File: src/verilog/ldo_cfg_pkg.sv
// Constants and carrier types for the three-regulator configuration bank.
// Assumes a serial-interface slave elsewhere delivers byte reads and writes.
package ldo_cfg_pkg;
	localparam logic [7:0] ADDR_LDO_A = 8'h40;
	localparam logic [7:0] ADDR_LDO_B = 8'h41;
	localparam logic [7:0] ADDR_LDO_C = 8'h42;
	localparam logic [7:0] ADDR_STATUS = 8'h43;
	localparam int VSEL_LSB = 0;
	localparam int VSEL_W = 5;
	localparam int EN_BIT = 5;
	localparam int WE_BIT = 1;
	localparam int DIS_LSB = 2;
	localparam int PG_LSB = 5;
	localparam logic [7:0] CTRL_WMASK = 8'h3f;
	localparam logic [7:0] STAT_WMASK = 8'h1e;
	localparam logic [4:0] VSEL_RST = 5'h00;
	localparam logic EN_RST = 1'b0;
	localparam logic WE_RST = 1'b0;
	localparam logic [2:0] DIS_RST = 3'h0;
	localparam int SOFT_START_US = 100;
	localparam int CLK_MHZ = 50;
	localparam int SOFT_START_CYC = SOFT_START_US * CLK_MHZ;

	typedef struct packed {
		logic enable;
		logic [4:0] voltage_select;
	} ldo_ctrl_t;

	typedef struct packed {
		logic write_exact;
		logic [2:0] discharge_enable;
	} ldo_stat_t;
endpackage

File: src/verilog/ldo_trio_config_registers.sv
// Register bank for three linear regulators: control bytes and status byte.
// Assumes byte-wide register access strobes from a serial slave on i_clk,
// and raw comparator levels from the analog regulators (asynchronous).
// Functional notes
// - Four 8-bit registers at addresses 40h to 43h.
// - Registers 40h-42h bits 4:0 hold each regulator's voltage select.
// - Bit 5 of each control register enables its regulator.
// - Bits 7:6 of 40h-42h and bit 0 of 43h are read-only.
// - Bit 1 of 43h is stored read/write; host writes its exact default.
// - 43h bits 2 and 3 are discharge enables for first and second regulator.
// - 43h bit 4 third discharge enable; bits 5-7 power-good flags.
// - Discharge active only while regulator disabled and its discharge enable bit set.
// - Power-good sets at high threshold, clears below hysteresis margin.
// - Soft-start delay after enable before power-good may assert.
// - Voltage code: upper two bits range, lower three step, 1.4 to 3.7 V.
// - Power-good bits read-only: 1 in regulation, 0 when output low.
`timescale 1ns/10ps
`default_nettype none

module ldo_trio_config_registers #(
	parameter int SOFT_START_CYCLES = ldo_cfg_pkg::SOFT_START_CYC,
	parameter logic [1:0] RO_HIGH_VALUE = 2'h0,
	parameter logic RO_STAT_BIT0 = 1'b0
) (
	// Clock and reset
	input wire logic i_clk,
	input wire logic i_reset_n,
	// Register access from the serial slave
	input wire logic i_wr_strobe,
	input wire logic i_rd_strobe,
	input wire logic [7:0] i_addr,
	input wire logic [7:0] i_wdata,
	output logic [7:0] o_rdata,
	output logic o_rvalid,
	// Analog comparators: above high threshold, above low threshold
	input wire logic [2:0] i_above_high,
	input wire logic [2:0] i_above_low,
	// Regulator controls
	output logic [2:0] o_ldo_on,
	output logic [14:0] o_voltage_select,
	output logic [2:0] o_discharge_on,
	output logic [2:0] o_power_good
);
	ldo_cfg_pkg::ldo_ctrl_t ctrl_r [3];
	ldo_cfg_pkg::ldo_stat_t stat_r;
	logic [2:0] hi_s1_r, hi_s2_r, lo_s1_r, lo_s2_r;
	logic [2:0] pg_r;
	logic [2:0] ss_done_r;
	logic [31:0] ss_cnt_r [3];
	logic [7:0] rdata_r;
	logic rvalid_r;
	logic [2:0] on_r, dis_r;
	logic [14:0] vsel_r;

	// Merge keeps read-only positions, takes writable ones from the host
	function automatic logic [7:0] merge(input logic [7:0] old_v, input logic [7:0] new_v,
		input logic [7:0] mask);
		merge = (old_v & ~mask) | (new_v & mask);
	endfunction

	// ============================================================
	// Address decode and readback
	// ============================================================
	wire logic [2:0] hit_ctrl;
	wire logic hit_stat;
	wire logic [7:0] ctrl_byte [3];
	wire logic [7:0] stat_byte;
	wire logic [7:0] rd_mux;
	assign hit_ctrl[0] = i_addr == ldo_cfg_pkg::ADDR_LDO_A;
	assign hit_ctrl[1] = i_addr == ldo_cfg_pkg::ADDR_LDO_B;
	assign hit_ctrl[2] = i_addr == ldo_cfg_pkg::ADDR_LDO_C;
	assign hit_stat = i_addr == ldo_cfg_pkg::ADDR_STATUS;
	genvar g;
	generate
		for (g = 0; g < 3; g++) begin : g_byte
			assign ctrl_byte[g] = {RO_HIGH_VALUE, ctrl_r[g]};
		end
	endgenerate
	assign stat_byte = {pg_r, stat_r.discharge_enable, stat_r.write_exact, RO_STAT_BIT0};
	assign rd_mux = hit_ctrl[0] ? ctrl_byte[0] :
		hit_ctrl[1] ? ctrl_byte[1] :
		hit_ctrl[2] ? ctrl_byte[2] :
		hit_stat ? stat_byte : 8'h00;
	// Status fields are taken by bit position, so the packed order of the
	// struct cannot shuffle discharge and write-exact bits
	wire logic [7:0] stat_merged;
	assign stat_merged = merge(stat_byte, i_wdata, ldo_cfg_pkg::STAT_WMASK);

	always_ff @(posedge i_clk or negedge i_reset_n) begin
		if (!i_reset_n) begin
			rdata_r <= 8'h00;
			rvalid_r <= 1'b0;
		end else begin
			rvalid_r <= i_rd_strobe;
			if (i_rd_strobe) begin
				rdata_r <= rd_mux;
			end
		end
	end

	// ============================================================
	// Writable fields
	// ============================================================
	// Write strobe marks the end of the serial byte, so fields land whole
	always_ff @(posedge i_clk or negedge i_reset_n) begin
		if (!i_reset_n) begin
			for (int i = 0; i < 3; i++) begin
				ctrl_r[i] <= '{enable: ldo_cfg_pkg::EN_RST, voltage_select: ldo_cfg_pkg::VSEL_RST};
			end
			stat_r <= '{write_exact: ldo_cfg_pkg::WE_RST, discharge_enable: ldo_cfg_pkg::DIS_RST};
		end else if (i_wr_strobe) begin
			for (int i = 0; i < 3; i++) begin
				if (hit_ctrl[i]) begin
					ctrl_r[i] <= 6'(merge(ctrl_byte[i], i_wdata, ldo_cfg_pkg::CTRL_WMASK));
				end
			end
			if (hit_stat) begin
				stat_r <= '{write_exact: stat_merged[ldo_cfg_pkg::WE_BIT],
					discharge_enable: stat_merged[ldo_cfg_pkg::DIS_LSB +: 3]};
			end
		end
	end

	// ============================================================
	// Soft-start and power-good
	// ============================================================
	always_ff @(posedge i_clk or negedge i_reset_n) begin
		if (!i_reset_n) begin
			hi_s1_r <= 3'h0;
			hi_s2_r <= 3'h0;
			lo_s1_r <= 3'h0;
			lo_s2_r <= 3'h0;
		end else begin
			hi_s1_r <= i_above_high;
			hi_s2_r <= hi_s1_r;
			lo_s1_r <= i_above_low;
			lo_s2_r <= lo_s1_r;
		end
	end

	generate
		for (g = 0; g < 3; g++) begin : g_pg
			always_ff @(posedge i_clk or negedge i_reset_n) begin
				if (!i_reset_n) begin
					ss_cnt_r[g] <= 32'h0;
					ss_done_r[g] <= 1'b0;
					pg_r[g] <= 1'b0;
				end else if (!ctrl_r[g].enable) begin
					ss_cnt_r[g] <= 32'h0;
					ss_done_r[g] <= 1'b0;
					pg_r[g] <= 1'b0;
				end else begin
					if (!ss_done_r[g]) begin
						ss_cnt_r[g] <= ss_cnt_r[g] + 32'h1;
						ss_done_r[g] <= ss_cnt_r[g] >= 32'(SOFT_START_CYCLES - 1);
					end
					// Hysteresis: set on high comparator, clear only below low one
					if (ss_done_r[g] && hi_s2_r[g]) begin
						pg_r[g] <= 1'b1;
					end else if (!lo_s2_r[g]) begin
						pg_r[g] <= 1'b0;
					end
				end
			end
		end
	endgenerate

	// ============================================================
	// Regulator control outputs
	// ============================================================
	// Code is passed raw; the analog DAC maps range/step to 1.4..3.7 V
	always_ff @(posedge i_clk or negedge i_reset_n) begin
		if (!i_reset_n) begin
			on_r <= 3'h0;
			dis_r <= 3'h0;
			vsel_r <= 15'h0000;
		end else begin
			for (int i = 0; i < 3; i++) begin
				on_r[i] <= ctrl_r[i].enable;
				dis_r[i] <= !ctrl_r[i].enable && stat_r.discharge_enable[i];
				vsel_r[i*5 +: 5] <= ctrl_r[i].voltage_select;
			end
		end
	end

	assign o_rdata = rdata_r;
	assign o_rvalid = rvalid_r;
	assign o_ldo_on = on_r;
	assign o_discharge_on = dis_r;
	assign o_voltage_select = vsel_r;
	assign o_power_good = pg_r;

	// ============================================================
	// Checks
	// ============================================================
	chk_discharge_off_when_on: assert property (@(posedge i_clk) disable iff (!i_reset_n)
		o_ldo_on[0] |-> !o_discharge_on[0]) else $error("discharge while enabled");
	chk_pg_needs_enable: assert property (@(posedge i_clk) disable iff (!i_reset_n)
		$rose(o_power_good[0]) |-> $past(ss_done_r[0] && ctrl_r[0].enable)) else $error("pg early");
	chk_pg_hold_hyst: assert property (@(posedge i_clk) disable iff (!i_reset_n)
		o_power_good[1] && lo_s2_r[1] && ctrl_r[1].enable |=> o_power_good[1])
		else $error("pg dropped inside hysteresis");
	chk_ro_bits_kept: assert property (@(posedge i_clk) disable iff (!i_reset_n)
		i_rd_strobe && hit_ctrl[2] |=> o_rdata[7:6] == RO_HIGH_VALUE) else $error("ro bits");
	chk_write_lands: assert property (@(posedge i_clk) disable iff (!i_reset_n)
		i_wr_strobe && hit_ctrl[0] |=> ctrl_r[0] == 6'($past(i_wdata) & ldo_cfg_pkg::CTRL_WMASK) ##1
		o_ldo_on[0] == ctrl_r[0].enable) else $error("write not applied");
	chk_stat_write: assert property (@(posedge i_clk) disable iff (!i_reset_n)
		i_wr_strobe && hit_stat |=> stat_r.discharge_enable == $past(i_wdata[4:2]))
		else $error("discharge bits not stored");
	chk_we_bit: assert property (@(posedge i_clk) disable iff (!i_reset_n)
		i_wr_strobe && hit_stat |=> stat_r.write_exact == $past(i_wdata[1]))
		else $error("write-exact bit");
	chk_read_pg: assert property (@(posedge i_clk) disable iff (!i_reset_n)
		i_rd_strobe && hit_stat |=> o_rdata[7:5] == $past(pg_r)) else $error("pg readback");
	chk_unmapped_zero: assert property (@(posedge i_clk) disable iff (!i_reset_n)
		i_rd_strobe && !hit_stat && hit_ctrl == 3'h0 |=> o_rdata == 8'h00 && o_rvalid)
		else $error("unmapped read");
endmodule

`default_nettype wire

File: config.mk
export PLATFORM = sky130hd
export DESIGN_NAME = ldo_trio_config_registers
export DESIGN_NICKNAME = d
export VERILOG_FILES = /design/src/verilog/ldo_cfg_pkg.sv /design/src/verilog/ldo_trio_config_registers.sv
export SDC_FILE = /design/constraint.sdc
export NUM_CORES = 1
export LEC_CHECK = 0
export ABC_AREA = 1
export BUFFER_PORTS_ARGS = -buffer_cell sky130_fd_sc_hd__buf_2
export CAP_MARGIN = 20
export CELL_PAD_IN_SITES_DETAIL_PLACEMENT = 1
export CELL_PAD_IN_SITES_GLOBAL_PLACEMENT = 2
export CORE_UTILIZATION = 33
export CTS_CLUSTER_DIAMETER = 120
export CTS_CLUSTER_SIZE = 16
export DETAILED_ROUTE_END_ITERATION = 10
export GPL_TIMING_DRIVEN = 1
export PLACE_DENSITY_LB_ADDON = 0.1
export SKIP_CTS_REPAIR_TIMING = 1
export SYNTH_ARGS = -nofsm -noshare
export SYNTH_HDL_FRONTEND = slang
export SYNTH_SLANG_ARGS = --single-unit
File: constraint.sdc
create_clock -name i_clk -period 1.65 [get_ports i_clk]
set_input_delay 0.165 -clock i_clk [delete_from_list [all_inputs] [get_ports i_clk]]
set_output_delay 0.165 -clock i_clk [all_outputs]
set_load 0.01 [all_outputs]
==> metrics.md, run 1 <==
| Metric | Value |
|---|---|
| Status | `finished with violations` |
| Failing checks | `negative hold slack` |
| Seq. cell area | `4160 sq um` |
| Global-route wire length before repair | `42100 microns` |
| Placed Cells | `1551` |
| Final-report hold violation count | `1` |
| CTS Buf Count | `17` |
| DP Worst Slack | `0.000969 ns` |
| Hold path cells | `3` |
| Vias in the first global route | `8116` |
| Syn-to-layout area delta | `21.1%` |
| Commonest cells in the netlist | `nand2_1 (329), nor2_1 (192), dfrtp_1 (166)` |
| Port bufs | `56` |
| Fin crit period | `1.53 ns` |
| Pins Over Slew Limit | `0` |
| Via count | `7745` |
| Initial core utilization | `34.0%` |
| CTS max path bufs | `2` |
| Antenna Cells | `0` |
| Reg2Reg Depth | `8` |
| Post-route DRC violation count | `0` |
| Grt ovf | `0` |
| Worst-path clk slew | `0.08 ns` |
| Die area | `26900 sq um` |
| Register bit total from synthesis | `166` |
| Startpoint class of the critical path | `flop` |
| Final TNS setup | `0 ns` |
| WL final | `25300 microns` |
| Rows | `58` |
| Share of cells above drive strength 1 | `17.1%` |
| Filler instances | `3146` |
| Synth top area cells | `dfrtp_1 (48%), nand2_1 (14%), nor2_1 (8.3%), inv_1 (5.3%), nand3_1 (4.9%)` |
| Crit. End Element | `flop` |
| Worst Slack Setup Final | `0.118 ns` |
| Final Setup Violations | `0` |
| Placed Area | `9510 sq um` |
| TritonCTS clock tree | `built` |
| Mean Syn Cell Area | `7.48 sq um` |
| Hold Worst Slack | `-0.0175 ns` |
| Crit Path Class | `reg2reg` |
| Root Driver | `clkbuf_16` |
| Final worst-path cycle share | `92.9%` |
| Least-Margin Pin Slew | `0.503 ns` |
| CP required | `1.99 ns` |
| P_leak | `4.91 nW` |
| YS warnings | `0` |
| Worst relative slew slack | `66.2%` |
| RD Place Congestion | `0.785` |
| Drt first pass iters | `4` |
| Number of max-cap violations | `0` |
| Register area share after synthesis | `48.0%` |
| Most frequent cell after synthesis | `nand2_1` |
| Initial antenna violation count | `0` |
| Post-synth top area share | `48.0%` |
| Drt first-iter violations | `403` |
| Yosys cell types | `44` |
| Core ar. | `25500 sq um` |
| H-tree Lvls | `4` |
| RSZ-0062 raised after global routing | `true` |
| Die H | `164 microns` |
| Cell Count, Final, Fillers Out | `1605` |
| Dpl hpwl | `18200 microns` |
| Peak VDD IR | `0.577 mV` |
| Multi-input combinational cell area | `4060 sq um` |
| Routed Antenna Nets | `0` |
| GR Util All Layers | `20.0%` |
| Dominant synthesized flop cell | `dfrtp_1` |
| Vias per inst | `4.83` |
| Type of the worst min-delay path | `in2reg` |
| Largest net degree at the start of global routing | `45` |
| Fmax | `653 MHz` |
| Number of I/O pins | `59` |
| Top cell type by total area after synthesis | `dfrtp_1` |
| Post-synth ARST share | `100%` |
| Post-layout total power | `0.00941 W` |
| PwrDens | `897 nW/um^2` |
| Layout net count | `1291` |
| Crit Path Max Fanout | `8` |
| Gate Count Post-Synth | `1157` |
| Clock sink count | `166` |
| WL per Instance | `15.7 microns` |
| Clk_skew | `0.0147 ns` |
| Post-synth net total | `1186` |
| Number of synthesized flops with an enable pin | `0` |
| Final Cell Area | `10500 sq um` |
| Arrival time worst endpoint | `1.87 ns` |
| DIE WIDTH | `164 microns` |
| Skew-Pair Late Insertion Delay | `0.44 ns` |
| Flop-to-flop setup slack | `0.12 ns` |
| Post-Syn Area | `8660 sq um` |
[per-stage QoR]
stage | hold slack [ns] | util (%)
2_1_floorplan | -0.131 | -
6_report | -0.0175 | 41.2
5_1_grt | 0.00303 | 41.2
3_3_place_gp | 0.107 | 37.3
4_1_cts | -0.359 | 39.7
3_5_place_dp | 0.108 | 37.3
[layout make-up]
| type | count | share of cell area, % |
|---|---|---|
| flip-flops and latches | 166 | 39.7 |
| multi-input cells | 836 | 38.8 |
| repair buffers | 108 | 7.12 |
| inverters | 133 | 4.77 |
| clock buffers | 17 | 4.06 |
| well taps | 330 | 3.94 |
| clock inverters | 15 | 1.66 |
[power breakdown]
group | internal [W] | switching (W)
clock network | 0.00218 | 0.00203
registers | 0.00423 | 0.000157
logic | 0.000306 | 0.000502
total | 0.00672 | 0.00269
[placed cells by master, fill, tap and decap left out, drive strengths merged, types with 18 or more instances in the layout]
cell type  netlist  layout
o21ai           52      52
clkbuf          11      18
inv            131     141
nand4           35      35
nor2           217     217
nand3           87      87
dfrtp          166     166
nor3            22      22
a21oi           46      46
buf             11      95
nand2          340     340
[state kept, by name, summed over array words and instances, names as in the netlist, 4 cells and up]
signal	flops
ss_cnt_r	96
ctrl_byte	18
o_voltage_select	15
o_rdata	8
stat_byte	4
[worst max-delay path, stage by stage, from the launching register on]
cell and delay [ns]:
dfrtp_1 0.41, ha_4 0.17, nand3_4 0.08, nor2_4 0.14
nand2_2 0.08, nor2_4 0.25, nand3b_1 0.13, nor2_1 0.13
nor2_1 0.05
[logic make-up after synthesis]
| family | synth area share [%] |
|---|---|
| and+or+nand+nor | 37.1 |
| buffers and inverters | 7.08 |
| adders and majority gates | 0.434 |
| AOI/OAI and AO/OA | 7.40 |
| DFF | 48.0 |
[path summary, 6_finish.rpt]
path | start | endpoint
min in group asynchronous | i_reset_n | ss_cnt_r[17]
max | ss_cnt_r[32] | ss_cnt_r[52]
max in group asynchronous | i_reset_n | ss_cnt_r[86]
min | i_wdata[5] | ctrl_byte[13]
min reg2reg | hi_s1_r[2] | hi_s2_r[2]
max reg2reg | ss_cnt_r[32] | ss_cnt_r[52]
[per-layer routing]
metal,vias up,part of all wire (%),global-route usage [%]
met2,71,47,32.7
met4,0,0.95,4.55
met3,17,1.9,3.06
met5,-,0,0
met1,3755,50,27.7
li1,3902,-,-
Note: power is estimated with default switching activity, not from simulation.
==> run 2, diff against run 1 <==
--- a/config.mk
+++ b/config.mk
@@ -5,7 +5,7 @@
 export SDC_FILE = /design/constraint.sdc
 export NUM_CORES = 1
 export LEC_CHECK = 0
-export ABC_AREA = 1
+export ABC_AREA = 0
 export BUFFER_PORTS_ARGS = -buffer_cell sky130_fd_sc_hd__buf_2
 export CAP_MARGIN = 20
 export CELL_PAD_IN_SITES_DETAIL_PLACEMENT = 1
==> run 2 against run 1 <==
Effect of this change:
- the flow finishes with violations (negative setup slack)
- utilization up 6.6 points
- first-iteration DRC count shrank 30%
- clock-buffer cell count stayed put
- total power shrank 7.7%
- critical endpoint is now ss_cnt_r[18]
==> metrics.md, run 2 <==
| Metric | Value |
|---|---|
| Hold worst-path end | `ctrl_byte[21]` |
| H-tree Lvls | `4` |
| CTS Buf Count | `17` |
| Fin crit period | `2.01 ns` |
| Layout net count | `966` |
| R2R Path Start | `ctrl_byte[5]` |
| Core ar. | `22800 sq um` |
| Die H | `155 microns` |
| Drt first pass iters | `4` |
| Clock sink count | `166` |
| CTS max path bufs | `2` |
| Top cell type by total area after synthesis | `dfrtp_1` |
| Share of cells above drive strength 1 | `37.2%` |
| Initial core utilization | `34.0%` |
| Number of max-cap violations | `0` |
| Vias in the first global route | `6919` |
| Root Driver | `clkbuf_16` |
| Via count | `6618` |
| Yosys cell types | `47` |
| Post-synth top area share | `53.5%` |
| P_leak | `4.78 nW` |
| Number of I/O pins | `59` |
| Final Setup Violations | `29` |
| Skew-Pair Late Insertion Delay | `0.44 ns` |
| Mean Syn Cell Area | `10.5 sq um` |
| Rows | `55` |
| Register bit total from synthesis | `166` |
| Commonest non-fill, non-tap cell in the layout | `dfrtp_1` |
| Hold path start | `i_wdata[5]` |
| Arrival time worst endpoint | `2.37 ns` |
| TritonCTS clock tree | `built` |
| Grt ovf | `0` |
| RSZ-0062 raised after global routing | `true` |
| Worst-path clk slew | `0.07 ns` |
| Port bufs | `56` |
| RR Endpoint | `ss_cnt_r[18]` |
| Startpoint class of the critical path | `flop` |
| Post-synth ARST share | `100%` |
| Syn-to-layout area delta | `40.4%` |
| Fmax | `498 MHz` |
| GR Util All Layers | `19.0%` |
| RD Place Congestion | `0.782` |
| YS warnings | `0` |
| Placed Cells | `1194` |
| Drt first-iter violations | `284` |
| Final worst-path cycle share | `122%` |
| Register area share after synthesis | `53.5%` |
| Worst Slack Setup Final | `-0.360 ns` |
| CP required | `2.01 ns` |
| Vias per inst | `5.24` |
| Post-route DRC violation count | `0` |
| Worst relative slew slack | `60.6%` |
| Post-synth net total | `766` |
| Cell Count, Final, Fillers Out | `1263` |
| Hold path cells | `2` |
| Most frequent cell after synthesis | `dfrtp_1` |
| Synth top area cells | `dfrtp_1 (53%), mux2i_1 (3.9%), nor4_1 (3.5%), nand2_1 (3.2%), mux2_2 (3.2%)` |
| Max reg flops | `96` |
| DIE WIDTH | `155 microns` |
| Final-report hold violation count | `0` |
| Global-route wire length before repair | `36000 microns` |
| Antenna Cells | `0` |
| Least-Margin Pin Slew | `0.590 ns` |
| Final Util | `47.7%` |
| PwrDens | `796 nW/um^2` |
| Clk_skew | `0.0114 ns` |
| Gate Count Post-Synth | `737` |
| Peak VDD IR | `0.521 mV` |
| Status | `finished with violations` |
| WL final | `23500 microns` |
| Type of the worst min-delay path | `in2reg` |
| Largest net degree at the start of global routing | `54` |
| Dpl hpwl | `15700 microns` |
| Die area | `24200 sq um` |
| Reg2Reg Depth | `5` |
| Biggest register | `ss_cnt_r` |
| Dominant synthesized flop cell | `dfrtp_1` |
| Pins Over Slew Limit | `0` |
| Initial antenna violation count | `0` |
| WL per Instance | `18.6 microns` |
| Post-Syn Area | `7770 sq um` |
| Crit Path Class | `reg2reg` |
| Most frequent cells in the layout | `dfrtp_1 (166), buf_4 (134), nand2_1 (62), buf_2 (55), nor2_1 (35)` |
| Routed Antenna Nets | `0` |
| Commonest cells in the netlist | `dfrtp_1 (166), nand2_1 (67), nor4_1 (44)` |
| Flop-to-flop setup slack | `-0.36 ns` |
| Crit Path Max Fanout | `7` |
| Failing checks | `negative setup slack` |
| Number of synthesized flops with an enable pin | `0` |
| Crit. End Element | `flop` |
run 2: changes by cell type after synthesis, sizes merged, moves of 27 or more:
cell	change
o21ai	-27
nor4	+38
inv	-109
nor2	-182
nand2	-273
nand2b	+30
mux2i	+30
nand3	-54
run 2: worst max path at each step:
stage,startpoint,endpoint,slack [ns],cells after the start
finish,ctrl_byte[5],ss_cnt_r[18],-0.36,5
global placement,i_addr[5],ctrl_byte[16],-0.29,6
detailed placement,ss_cnt_r[1],ss_cnt_r[30],-0.28,6
CTS,ss_cnt_r[1],ss_cnt_r[30],-0.30,6
floorplan,ss_done_r[2],ss_cnt_r[22],-0.31,7
global route,ss_done_r[2],ss_cnt_r[20],-0.38,5
run 2: logic make-up (layout without fill, tap and decap cells):
| logic type | count (synthesis) | count (layout) | synth area share (%) |
|---|---|---|---|
| xor+xnor | 28 | 28 | 3.16 |
| fa+ha+maj | 3 | 3 | 0.483 |
| mux | 57 | 57 | 8.51 |
| compound gates | 101 | 101 | 7.99 |
| simple gates | 320 | 322 | 23.0 |
| buf+inv | 62 | 273 | 3.38 |
| flops | 166 | 166 | 53.5 |
run 2: cell type report:
class	instances	area (sq um)
fillers	2479	11900
flip-flops and latches	166	4150
multi-input cells	511	4000
repair buffers	218	1670
clock buffers	17	425
well taps	313	392
clock inverters	15	183
inverters	23	86.3
run 2: critical path, cell delays in order (launching register included):
cell	delay [ns]
dfrtp_1	0.41
a21bo_1	0.22
or4_4	0.61
buf_6	0.17
or4_1	0.39
a21oi_1	0.13
run 2: power by group:
group | internal [W] | switching, W
Clock | 0.00218 | 0.00193
Combinational | 0.000157 | 0.000245
Sequential | 0.00414 | 0.0000386
Total | 0.00647 | 0.00221
run 2: layer usage:
metal  GRT usage, %  wire [microns]  part of all wire [%]
met3           3.48             629                   2.7
met5              0               0                     0
met2           32.8           11900                    51
met1           24.7           10700                    46
met4           4.30             214                  0.91
run 2: stage by stage:
step | total power, W | cell area, sq um | setup WS (ns) | setup TNS [ns] | hold WS, ns
6_report | 0.00868 | 10900 | -0.360 | -5.34 | 0.0298
5_1_grt | 0.00900 | 10900 | -0.385 | -7.63 | 0.00643
2_1_floorplan | 0.00438 | 7910 | -0.307 | -4.66 | -0.131
3_3_place_gp | 0.00462 | 9430 | -0.289 | -9.14 | 0.178
4_1_cts | 0.00878 | 10000 | -0.299 | -6.47 | -0.291
3_5_place_dp | 0.00464 | 9430 | -0.284 | -10.85 | 0.191
==> run 3, diff against run 2 <==
==> constraint.sdc (replaced) <==
create_clock -name i_clk -period 2.09 [get_ports i_clk]
set_input_delay 0.209 -clock i_clk [delete_from_list [all_inputs] [get_ports i_clk]]
set_output_delay 0.209 -clock i_clk [all_outputs]
set_load 0.01 [all_outputs]
==> run 3 against run 2 <==
Effect of this change:
- the flow now finishes without violations
- global-route usage decreased by 1.1 points
- total power decreased by 23%
- sequential power decreased by 21%
- highest routed layer unchanged
- non-clock buffer count decreased by 112
- register-to-register slack improved by 0.45 ns
- flip-flop and latch count unchanged
- critical endpoint is now ss_cnt_r[27]
- setup slack improved by 0.45 ns
==> metrics.md, run 3 (synthesis results as in run 2) <==
| Metric | Value |
|---|---|
| DIE WIDTH | `155 microns` |
| Post-layout total power | `0.00673 W` |
| PwrDens | `725 nW/um^2` |
| Final worst-path cycle share | `95.6%` |
| Largest net degree at the start of global routing | `48` |
| Least-Margin Pin Slew | `0.747 ns` |
| Die area | `24200 sq um` |
| WL per Instance | `17.5 microns` |
| WL final | `20100 microns` |
| Initial core utilization | `34.0%` |
| RD Place Congestion | `0.759` |
| RSZ-0062 raised after global routing | `false` |
| Layout net count | `852` |
| Pins Over Slew Limit | `0` |
| Worst relative slew slack | `50.1%` |
| Grt ovf | `0` |
| Share of cells above drive strength 1 | `19.4%` |
| Skew-Pair Late Insertion Delay | `0.44 ns` |
| CP required | `2.38 ns` |
| Crit Path Max Fanout | `14` |
| P_leak | `3.79 nW` |
| Hold worst-path end | `ctrl_byte[5]` |
| CP max stage cell | `or4_1` |
| Vias in the first global route | `6380` |
| CP cell instances | `nand4_1, or4_1, buf_4, o311ai_0, o41ai_1` |
| Fin crit period | `2.00 ns` |
| Hold path start | `i_wdata[5]` |
| Global-route wire length before repair | `33800 microns` |
| Biggest register | `ss_cnt_r` |
| Fmax | `501 MHz` |
| Final Setup Violations | `0` |
| Vias per inst | `5.32` |
| Core ar. | `22800 sq um` |
| CP Buf/Inv Count | `1` |
| Peak VDD IR | `0.373 mV` |
| Max reg flops | `96` |
| Clock sink count | `166` |
| Arrival time worst endpoint | `2.29 ns` |
| TritonCTS clock tree | `built` |
| Commonest non-fill, non-tap cell in the layout | `dfrtp_1` |
| Reg2Reg Depth | `5` |
| Rows | `55` |
| Worst-path clk slew | `0.07 ns` |
| Crit Path Class | `reg2reg` |
| Status | `finished, final reports clean` |
| H-tree Lvls | `4` |
| Port bufs | `56` |
| Placed Area | `8610 sq um` |
| Antenna Cells | `0` |
| Via count | `6104` |
| Flop-to-flop setup slack | `0.09 ns` |
| Final Cell Area | `9280 sq um` |
| Crit. End Element | `flop` |
| CTS Buf Count | `17` |
| Hold path cells | `2` |
| R2R Path Start | `ss_cnt_r[22]` |
| Worst path top cell family by delay | `simple AND/OR/NAND/NOR gates` |
| CTS max path bufs | `2` |
| Number of max-cap violations | `0` |
| Post-route DRC violation count | `0` |
| Drt first-iter violations | `258` |
| Drt first pass iters | `5` |
| Crit-path max cell delay | `0.51 ns` |
| Final-report hold violation count | `0` |
| Number of I/O pins | `59` |
| Root Driver | `clkbuf_16` |
| Type of the worst min-delay path | `in2reg` |
| Routed Antenna Nets | `0` |
| Die H | `155 microns` |
| RR Endpoint | `ss_cnt_r[27]` |
| Clk_skew | `0.0116 ns` |
| Most frequent cells in the layout | `dfrtp_1 (166), nand2_1 (67), buf_2 (55), nor4_1 (42), buf_4 (41)` |
| Startpoint class of the critical path | `flop` |
| Initial antenna violation count | `0` |
| Syn-to-layout area delta | `19.5%` |
| GR Util All Layers | `18.0%` |
| Dpl hpwl | `14000 microns` |
==> run 3: where the power goes <==
part | total (W) | internal (W) | switching (W)
Sequential | 0.00330 | 0.00327 | 0.0000297
Clock | 0.00316 | 0.00178 | 0.00139
Combinational | 0.000269 | 0.0000966 | 0.000172
==> run 3: worst max path at each step <==
stage,startpoint,to,slack [ns],depth (start not counted)
2_1_floorplan,ss_done_r[2],ss_cnt_r[25],0.09,7
3_3_place_gp,i_addr[5],ctrl_byte[13],0.06,6
3_5_place_dp,ss_cnt_r[1],ss_cnt_r[26],-0.01,6
4_1_cts,ss_cnt_r[1],ss_cnt_r[28],-0.03,6
5_1_grt,ss_cnt_r[1],ss_cnt_r[28],0.01,6
6_report,ss_cnt_r[22],ss_cnt_r[27],0.09,5
==> run 3: cell type report <==
cell class	instances	area, sq um
fillers	2566	13600
flip-flops and latches	166	4150
multi-input cells	509	3370
repair buffers	106	704
clock buffers	19	433
well taps	313	392
clock inverters	12	143
inverters	23	86.3
==> run 3: worst register-to-register path, cell delays in order, from the launching register on <==
cell	delay, ns
dfrtp_1	0.45
nand4_1	0.22
or4_1	0.51
buf_4	0.20
o311ai_0	0.33
o41ai_1	0.14
==> run 3: layer usage <==
metal	up-vias	GRT usage (%)	part of all wire (%)
li1	2870	-	-
met3	18	3.76	2.7
met4	0	5.09	1.1
met2	84	30.2	48
met1	3132	23.3	48
met5	-	0	0
==> run 3: per-stage QoR <==
step | instances | hold slack (ns) | TNS, ns | setup WS (ns) | util, %
2_1_floorplan | 737 | -0.0866 | 0 | 0.0918 | -
4_1_cts | 1140 | -0.329 | -0.0581 | -0.0296 | 40.2
5_1_grt | 1148 | 0.0259 | 0 | 0.0138 | 40.6
6_report | 1148 | 0.0447 | 0 | 0.0929 | 40.6
3_3_place_gp | 1109 | 0.135 | 0 | 0.0582 | 37.7
3_5_place_dp | 1109 | 0.150 | -0.0170 | -0.0136 | 37.7
